<file path="src/hw/mcp_pkg.sv">
// Constants and types for the core operating-state controller
`default_nettype none
package mcp_pkg;
    // Clock rate of the device clock
    localparam int CLK_FREQ_MHZ = 50;
    // Reference settling wait, least time, in microseconds
    localparam int REF_SETTLE_TIME_US = 4;
    localparam int REF_SETTLE_CYC = REF_SETTLE_TIME_US * CLK_FREQ_MHZ;
    // Sleep timeout (watchdog period), longest time, in milliseconds
    localparam int SLEEP_TIMEOUT_MS = 2000;
    localparam int SLEEP_TIMEOUT_CYC = SLEEP_TIMEOUT_MS * CLK_FREQ_MHZ * 1000;
    // Timer counter width
    localparam int TMR_W = 32;
    // Command kind field
    localparam int CMD_KIND_W = 2;
    localparam logic [1:0] CMD_CONVERT = 2'h0;
    localparam logic [1:0] CMD_DIAGNOSE = 2'h1;
    localparam logic [1:0] CMD_WRITE_CONFIG_GROUP_A = 2'h2;
    localparam logic [1:0] CMD_OTHER = 2'h3;
    // Reset value of the reference-keep-on bit
    localparam logic REF_KEEP_ON_RST = 1'h0;
    // Core states, one-hot
    localparam int STATE_W = 5;
    typedef enum logic [4:0] {
        ST_SLEEP = 5'h01,
        ST_STANDBY = 5'h02,
        ST_SETTLE = 5'h04,
        ST_REF_UP = 5'h08,
        ST_MEASURE = 5'h10
    } mcp_state_t;
endpackage
`default_nettype wire

</file>
<file path="src/hw/mcp_sync.sv">
// Two-flip-flop synchroniser for pin levels
`timescale 1ns/1ps
`default_nettype none
module mcp_sync #(
    parameter int W = 1
) (
    // Clock and reset
    input wire logic clk,
    input wire logic rst_n,
    // Levels
    input wire logic [W-1:0] d,
    output logic [W-1:0] q
);
    logic [W-1:0] meta;
    // First stage is read only by the second
    always_ff @(posedge clk or negedge rst_n) begin
        if (!rst_n) begin
            meta <= '0;
            q <= '0;
        end else begin
            meta <= d;
            q <= meta;
        end
    end
endmodule
`default_nettype wire

</file>
<file path="src/hw/mcp_timer.sv">
// Restartable down-counter with expiry level
`timescale 1ns/1ps
`default_nettype none
module mcp_timer #(
    parameter int W = 32
) (
    // Clock and reset
    input wire logic clk,
    input wire logic rst_n,
    // Control
    input wire logic restart,
    input wire logic [W-1:0] load,
    // Status
    output logic expired
);
    logic [W-1:0] count;
    logic [W-1:0] next_count;

    // Reload on restart, else count down and stop at zero
    always_comb begin
        next_count = count;
        if (restart) begin
            next_count = load;
        end else if (count != '0) begin
            next_count = count - 1'b1;
        end
    end

    // Starts expired so the core wakes into sleep
    always_ff @(posedge clk or negedge rst_n) begin
        if (!rst_n) begin
            count <= '0;
        end else begin
            count <= next_count;
        end
    end

    assign expired = (count == '0);
endmodule
`default_nettype wire

</file>
<file path="src/hw/mcp_core_power.sv">
// Core operating-state controller: sleep, standby, reference-up, measure
// Function
// - Sleep: reference and converters off, serial ports idle, regulator drive low.
// - Sleep only when watchdog expired and discharge timer disabled or expired.
// - Wake-up signal in sleep moves the core to standby.
// - Standby: reference and converters off, regulator drive enabled.
// - Conversion command or keep-on set in standby: settle reference, then advance.
// - Standby returns to sleep once both timers have expired.
// - Discharge timer disabled: watchdog alone decides standby to sleep.
// - Reference-up: converters off, reference powered, no settling on next conversion.
// - Reference-up plus conversion command enters measure and starts conversion.
// - Reference-up returns to standby when a write clears keep-on.
// - Watchdog expiry clears keep-on; with discharge expired, go straight to sleep.
// - Measure powers reference and converters and runs the conversions.
// - Conversions done: reference-up if keep-on set, otherwise standby.
// - Only conversion or diagnostic commands enter measure; a write to keep-on also changes state.
`timescale 1ns/1ps
`default_nettype none
module mcp_core_power #(
    parameter int SLEEP_TIMEOUT_CYC = mcp_pkg::SLEEP_TIMEOUT_CYC
) (
    // Clock and reset
    input wire logic CLK_SYS,
    input wire logic RSTN,
    // Wake-up from the serial ports, asynchronous pin
    input wire logic WAKE_PIN,
    // Decoded command from the serial link
    input wire logic CMD_VALID,
    input wire logic [mcp_pkg::CMD_KIND_W-1:0] CMD_KIND,
    input wire logic CMD_REF_KEEP_ON,
    // Converter and discharge timer status
    input wire logic CONV_DONE,
    input wire logic DISCHARGE_ENABLE,
    input wire logic DISCHARGE_EXPIRED,
    // Power controls
    output logic REF_POWER_ON,
    output logic ADC_POWER_ON,
    output logic SERIAL_PORTS_IDLE,
    output logic REGULATOR_DRIVE_EN,
    // Status
    output logic CONV_START,
    output logic REFERENCE_KEEP_ON,
    output logic WATCHDOG_EXPIRED,
    output logic [mcp_pkg::STATE_W-1:0] CORE_STATE
);
    import mcp_pkg::*;

    localparam logic [TMR_W-1:0] SETTLE_LOAD = TMR_W'(REF_SETTLE_CYC);
    localparam logic [TMR_W-1:0] SLEEP_LOAD = TMR_W'(SLEEP_TIMEOUT_CYC);

    logic rst_meta;
    logic rst_n;
    logic wake;
    logic wd_expired;
    logic wd_expired_q;
    logic wd_fire;
    logic settle_done;
    logic conv_cmd;
    logic cfg_write;
    logic sleep_ok;
    logic wd_restart;
    logic settle_restart;
    mcp_state_t state;
    mcp_state_t next_state;
    logic reference_keep_on;
    logic next_keep_on;
    logic conv_pending;
    logic next_pending;

    // Reset released through two flops, asserted at once
    always_ff @(posedge CLK_SYS or negedge RSTN) begin
        if (!RSTN) begin
            rst_meta <= 1'b0;
            rst_n <= 1'b0;
        end else begin
            rst_meta <= 1'b1;
            rst_n <= rst_meta;
        end
    end

    // Wake pin comes from the link side, so synchronise it
    mcp_sync #(.W(1)) u_wake_sync (
        .clk(CLK_SYS),
        .rst_n(rst_n),
        .d(WAKE_PIN),
        .q(wake)
    );

    // Command decode; commands are ignored while ports are idle
    assign conv_cmd = CMD_VALID && (state != ST_SLEEP)
        && (CMD_KIND == CMD_CONVERT || CMD_KIND == CMD_DIAGNOSE);
    assign cfg_write = CMD_VALID && (state != ST_SLEEP)
        && (CMD_KIND == CMD_WRITE_CONFIG_GROUP_A);
    // Discharge timer counts only while enabled; a command vetoes sleep
    assign sleep_ok = wd_expired && !wd_restart
        && (!DISCHARGE_ENABLE || DISCHARGE_EXPIRED);

    // Watchdog reloads on traffic, and on wake so standby is not left at once
    assign wd_restart = (CMD_VALID && state != ST_SLEEP)
        || (state == ST_SLEEP && wake);
    mcp_timer #(.W(TMR_W)) u_watchdog (
        .clk(CLK_SYS),
        .rst_n(rst_n),
        .restart(wd_restart),
        .load(SLEEP_LOAD),
        .expired(wd_expired)
    );

    // Settling timer loads on the edge that enters the settle wait
    assign settle_restart = (next_state == ST_SETTLE) && (state != ST_SETTLE);
    mcp_timer #(.W(TMR_W)) u_settle (
        .clk(CLK_SYS),
        .rst_n(rst_n),
        .restart(settle_restart),
        .load(SETTLE_LOAD),
        .expired(settle_done)
    );

    // Expiry edge, so keep-on is cleared once rather than held low
    assign wd_fire = wd_expired && !wd_expired_q;

    // Keep-on bit: a write in the expiry cycle wins over the clear
    always_comb begin
        next_keep_on = reference_keep_on;
        if (cfg_write) begin
            next_keep_on = CMD_REF_KEEP_ON;
        end else if (wd_fire) begin
            next_keep_on = 1'b0;
        end
    end

    // Core state sequencing
    always_comb begin
        next_state = state;
        next_pending = conv_pending;
        unique case (state)
            ST_SLEEP: begin
                next_pending = 1'b0;
                if (wake) begin
                    next_state = ST_STANDBY;
                end
            end
            ST_STANDBY: begin
                if (conv_cmd) begin
                    next_state = ST_SETTLE;
                    next_pending = 1'b1;
                end else if (reference_keep_on) begin
                    next_state = ST_SETTLE;
                end else if (sleep_ok) begin
                    next_state = ST_SLEEP;
                end
            end
            ST_SETTLE: begin
                // A command during the wait is held until it ends
                if (conv_cmd) begin
                    next_pending = 1'b1;
                end
                if (settle_done) begin
                    if (conv_pending || conv_cmd) begin
                        next_state = ST_MEASURE;
                    end else if (reference_keep_on) begin
                        next_state = ST_REF_UP;
                    end else begin
                        next_state = ST_STANDBY;
                    end
                end
            end
            ST_REF_UP: begin
                if (conv_cmd) begin
                    next_state = ST_MEASURE;
                end else if (!reference_keep_on) begin
                    // Expiry with discharge expired skips standby
                    next_state = sleep_ok ? ST_SLEEP : ST_STANDBY;
                end
            end
            ST_MEASURE: begin
                next_pending = 1'b0;
                if (CONV_DONE) begin
                    next_state = reference_keep_on ? ST_REF_UP
                        : ST_STANDBY;
                end
            end
            default: begin
                next_state = ST_SLEEP;
                next_pending = 1'b0;
            end
        endcase
    end

    // State, keep-on and registered outputs
    always_ff @(posedge CLK_SYS or negedge rst_n) begin
        if (!rst_n) begin
            state <= ST_SLEEP;
            conv_pending <= 1'b0;
            reference_keep_on <= REF_KEEP_ON_RST;
            wd_expired_q <= 1'b1;
            REF_POWER_ON <= 1'b0;
            ADC_POWER_ON <= 1'b0;
            SERIAL_PORTS_IDLE <= 1'b1;
            REGULATOR_DRIVE_EN <= 1'b0;
            CONV_START <= 1'b0;
        end else begin
            state <= next_state;
            conv_pending <= next_pending;
            reference_keep_on <= next_keep_on;
            wd_expired_q <= wd_expired;
            // Powers follow the state they are about to enter
            REF_POWER_ON <= (next_state == ST_SETTLE)
                || (next_state == ST_REF_UP)
                || (next_state == ST_MEASURE);
            ADC_POWER_ON <= (next_state == ST_MEASURE);
            SERIAL_PORTS_IDLE <= (next_state == ST_SLEEP);
            REGULATOR_DRIVE_EN <= (next_state != ST_SLEEP);
            CONV_START <= (next_state == ST_MEASURE)
                && (state != ST_MEASURE);
        end
    end

    // Status outputs from flops; watchdog expiry is decoded from its counter
    assign REFERENCE_KEEP_ON = reference_keep_on;
    assign WATCHDOG_EXPIRED = wd_expired;
    assign CORE_STATE = state;

    // Length of the current settle wait, for checking only
    logic [TMR_W-1:0] settle_len;
    always_ff @(posedge CLK_SYS or negedge rst_n) begin
        if (!rst_n) begin
            settle_len <= '0;
        end else begin
            settle_len <= (state == ST_SETTLE) ? settle_len + 1'b1 : '0;
        end
    end
endmodule
`default_nettype wire

</file>
<file path="config.mk">
export PLATFORM = sky130hd
export DESIGN_NAME = mcp_core_power
export DESIGN_NICKNAME = d
export VERILOG_FILES = /design/src/hw/mcp_pkg.sv /design/src/hw/mcp_sync.sv /design/src/hw/mcp_timer.sv /design/src/hw/mcp_core_power.sv
export SDC_FILE = /design/constraint.sdc
export NUM_CORES = 1
export LEC_CHECK = 0
export BUFFER_PORTS_ARGS = -buffer_cell sky130_fd_sc_hd__buf_2
export CORE_ASPECT_RATIO = 0.5
export CORE_UTILIZATION = 30
export CTS_BUF_LIST = sky130_fd_sc_hd__clkbuf_16
export DETAILED_ROUTE_END_ITERATION = 8
export SLEW_MARGIN = 20
export SYNTH_ARGS = -nofsm -noshare
export SYNTH_HDL_FRONTEND = slang
export SYNTH_SLANG_ARGS = --single-unit
</file>
<file path="constraint.sdc">
create_clock -name CLK_SYS -period 2.4 [get_ports CLK_SYS]
set_input_delay 0.48 -clock CLK_SYS [delete_from_list [all_inputs] [get_ports CLK_SYS]]
set_output_delay 0.48 -clock CLK_SYS [all_outputs]
set_load 0.02 [all_outputs]
</file>
==> run metrics <==
Slew headroom=61.6%; Critical R2R Launch=u_watchdog.count[18]; Finished Core Util=between 30% and 40%; clock skew=around 0.0076 ns; required time of the critical path=1.92 ns; Slew Viols, Final=0; kind of critical path=reg -> out; final worst slack=-0.139 ns; Post-synth ARST share=100%; Placeable Area=approximately 14000 um2; Final Cycle Share=106%; grt ovf=0; TritonRoute pass-1 iters=6; Hold Path Stages=1; clock latency at the later pin of the worst-skew pair=approximately 0.34 ns; post-place setup slack=around 0.057 ns; routed wire length=~9.4 mm; vias in the first global route=about 3.4k; failing checks=setup timing; placed cell count=between 600 and 700; Die Span X=about 170 um; Final Setup Violations=3; Worst Max-Slew Pin Slew=0.570 ns; CP top delay family=simple AND/OR/NAND/NOR gates; H-tree levels=3; initial antenna violation count=0; WL met2=4.16 mm; fillers=between 1k and 1.5k; hold_sp=WAKE_PIN; Routed met3 length=299 um; r2r endpoint=u_watchdog.count[26]; CP Max Fanout=4; clock root buffer master=clkbuf_16; Highest Signal Layer=met4; crit path cell chain=or4_4 > or4_4 > nor3_4 > buf_6; Synth cell types=between 50 and 60; Buf/Inv on CP=1; WL per Instance=roughly 13 um; Peak Freq=~0.39 GHz; All-Layer GR Usage=~14%; endpoints failing hold=0; Gate Count Post-Synth=between 400 and 500; Worst R2R Setup Slack=-0.07 ns; Critical Path Stages=4; Ys Warns=0; Detailed Place HPWL=6.58 mm; CTS buffer count=9; wl on met1=between 4 and 5 mm; register area share after synthesis=between 40% and 50%; Ports=22; Antenna Nets Post-Route=0; Period minus WS final=between 2 and 3 ns; # diodes=0; Post-synth EDFFs=0; max cap viols=0; Starting Density=between 30% and 40%; die area=roughly 15000 um2; most frequent cells in the layout=dfrtp_1, nor2_1, buf_4; layout cell share with drive strength beyond 1=between 15 and 20%; largest net degree at the start of global routing=44; Yosys reg bits=81; Port-buffer cells=21; CTS max path bufs=2; DR vias/cell=between 5 and 6; via count=3628; Mapped Area=4280 um2; Worst EP arrival=2.06 ns; Min-Delay Path Class=in -> reg; Sink Count=just over 80; Crit path top cell by count=or4_4; max incr delay on CP=between 0.5 and 0.6 ns; Leak Pwr=approximately 2.1 nW; Startpoint Class=flop; drc violations=0; initial drt markers=220; final non-filler cell total=around 700; Die Span Y=about 86 um; Rows=30; RSZ-0062 raised after global routing=yes; Net Count, Synth=around 470; crit end category=primary output; Area growth, synth to finish=20.7%; outcome=complete, but fails checks; commonest non-fill, non-tap cell in the layout=dfrtp_1; RD Place Congestion=between 0.8 and 0.9; Most used DFF post-synth=dfrtp_1; critical path's slowest cell=or4_4; Worst-path clk slew=about 0.060 ns; first-pass GRT wire length=between 15 and 20 mm; peak supply drop=a little under 400 uV; Register-to-Register Path Depth=6; final net count=525; CTS tree=yes; hold path endpoint=u_wake_sync.meta; syn_area_per_cell=9.28 um2; Power Dens Cells=about 1000 nW/um2
## stage by stage
stage          setup TNS [ns]  power (mW)  hold slack (ns)  area, um2
5_1_grt                -0.796        5.84            0.240       5160
3_5_place_dp                0        4.19            0.270       4850
6_report               -0.224        5.40            0.247       5160
4_1_cts                -0.168        5.44            0.233       5120
3_3_place_gp                0        4.17            0.266       4850
2_1_floorplan               0        3.51            0.184       4300
## registers in the layout (all words and copies together) (netlist names)
name,count
REGULATOR_DRIVE_EN,1
REFERENCE_KEEP_ON,1
wd_expired_q,1
REF_POWER_ON,1
SERIAL_PORTS_IDLE,1
u_settle.count,32
rst_meta,1
CORE_STATE,5
CONV_START,1
conv_pending,1
u_wake_sync.q,1
u_wake_sync.meta,1
rst_n,1
ADC_POWER_ON,1
u_watchdog.count,32
## cells in the mapped netlist (4+ instances only)
master    count  area share, %
nand4_1       9            1.3
inv_1         8           0.70
nand2b_1      8            1.2
nand3_1      20            2.3
a21oi_1      21            2.5
nor4_1       20            2.9
clkbuf_1     17            1.5
mux2i_1       5            1.2
nor2_1       53            4.7
nor3_1       18            2.1
o31ai_1       7            1.2
dfrtp_1      78             46
and4_1        4           0.82
o211ai_1      9            1.6
o21ai_0      25            2.9
a31oi_1       5           0.73
xnor2_1      15            3.1
or4_1        12            2.1
nand2_1      25            2.2
a211oi_1      9            1.6
or3_1        25            3.7
nand3b_1      5           0.88
and3_1        5           0.73
xor2_1       14            2.9
## power by group
group	switching (mW)	leakage (nW)	internal, mW
combinational	1.20	0.935	0.887
sequential	0.388	1.00	1.72
clock	0.527	0.139	0.681
total	2.11	2.08	3.29
## cell type report
type	count	area [um2]	area share, %
Multi-Input combinational cell	354	2190	42.4
Timing Repair Buffer	59	415	8.04
Clock inverter	6	30.0	0.581
Inverter	8	30.0	0.581
Tap cell	192	240	4.65
Clock buffer	9	225	4.36
Sequential cell	81	2030	39.4
## cell families after synthesis
| logic type | after synthesis | synth area share, % |
|---|---|---|
| and+or+nand+nor | 220 | 27.8 |
| AOI/OAI and AO/OA | 97 | 14.7 |
| DFF | 81 | 47.5 |
| xor gates and xnor gates | 29 | 5.94 |
| buffers and inverters | 26 | 2.31 |
| muxes | 5 | 1.17 |
| adders and majority gates | 2 | 0.585 |
| other | 1 | 0.0877 |
## routing by layer
| layer | vias to the layer above | global-route usage (%) |
|---|---|---|
| li1 | 1822 | - |
| met1 | 1741 | 19.8 |
| met2 | 53 | 21.2 |
| met3 | 12 | 3.56 |
| met4 | 0 | 4.55 |
| met5 | - | 0 |
## how the worst max path moves through the flow
stage,from,endpoint
global placement,u_watchdog.count[18],u_watchdog.count[26]
finish,u_watchdog.count[18],WATCHDOG_EXPIRED
global route,u_watchdog.count[25],WATCHDOG_EXPIRED
floorplan,u_watchdog.count[16],WATCHDOG_EXPIRED
CTS,u_watchdog.count[18],WATCHDOG_EXPIRED
detailed placement,u_watchdog.count[18],u_watchdog.count[28]
## repair_timing
item,in CTS,in global routing
hold buffers,1,0
gates resized for setup,3,5
pin swaps,1,2
endpoints found under the setup margin,1,17
endpoints found under the hold margin,2,0
setup buffers,0,2
Power figures use the tool's default switching activity.
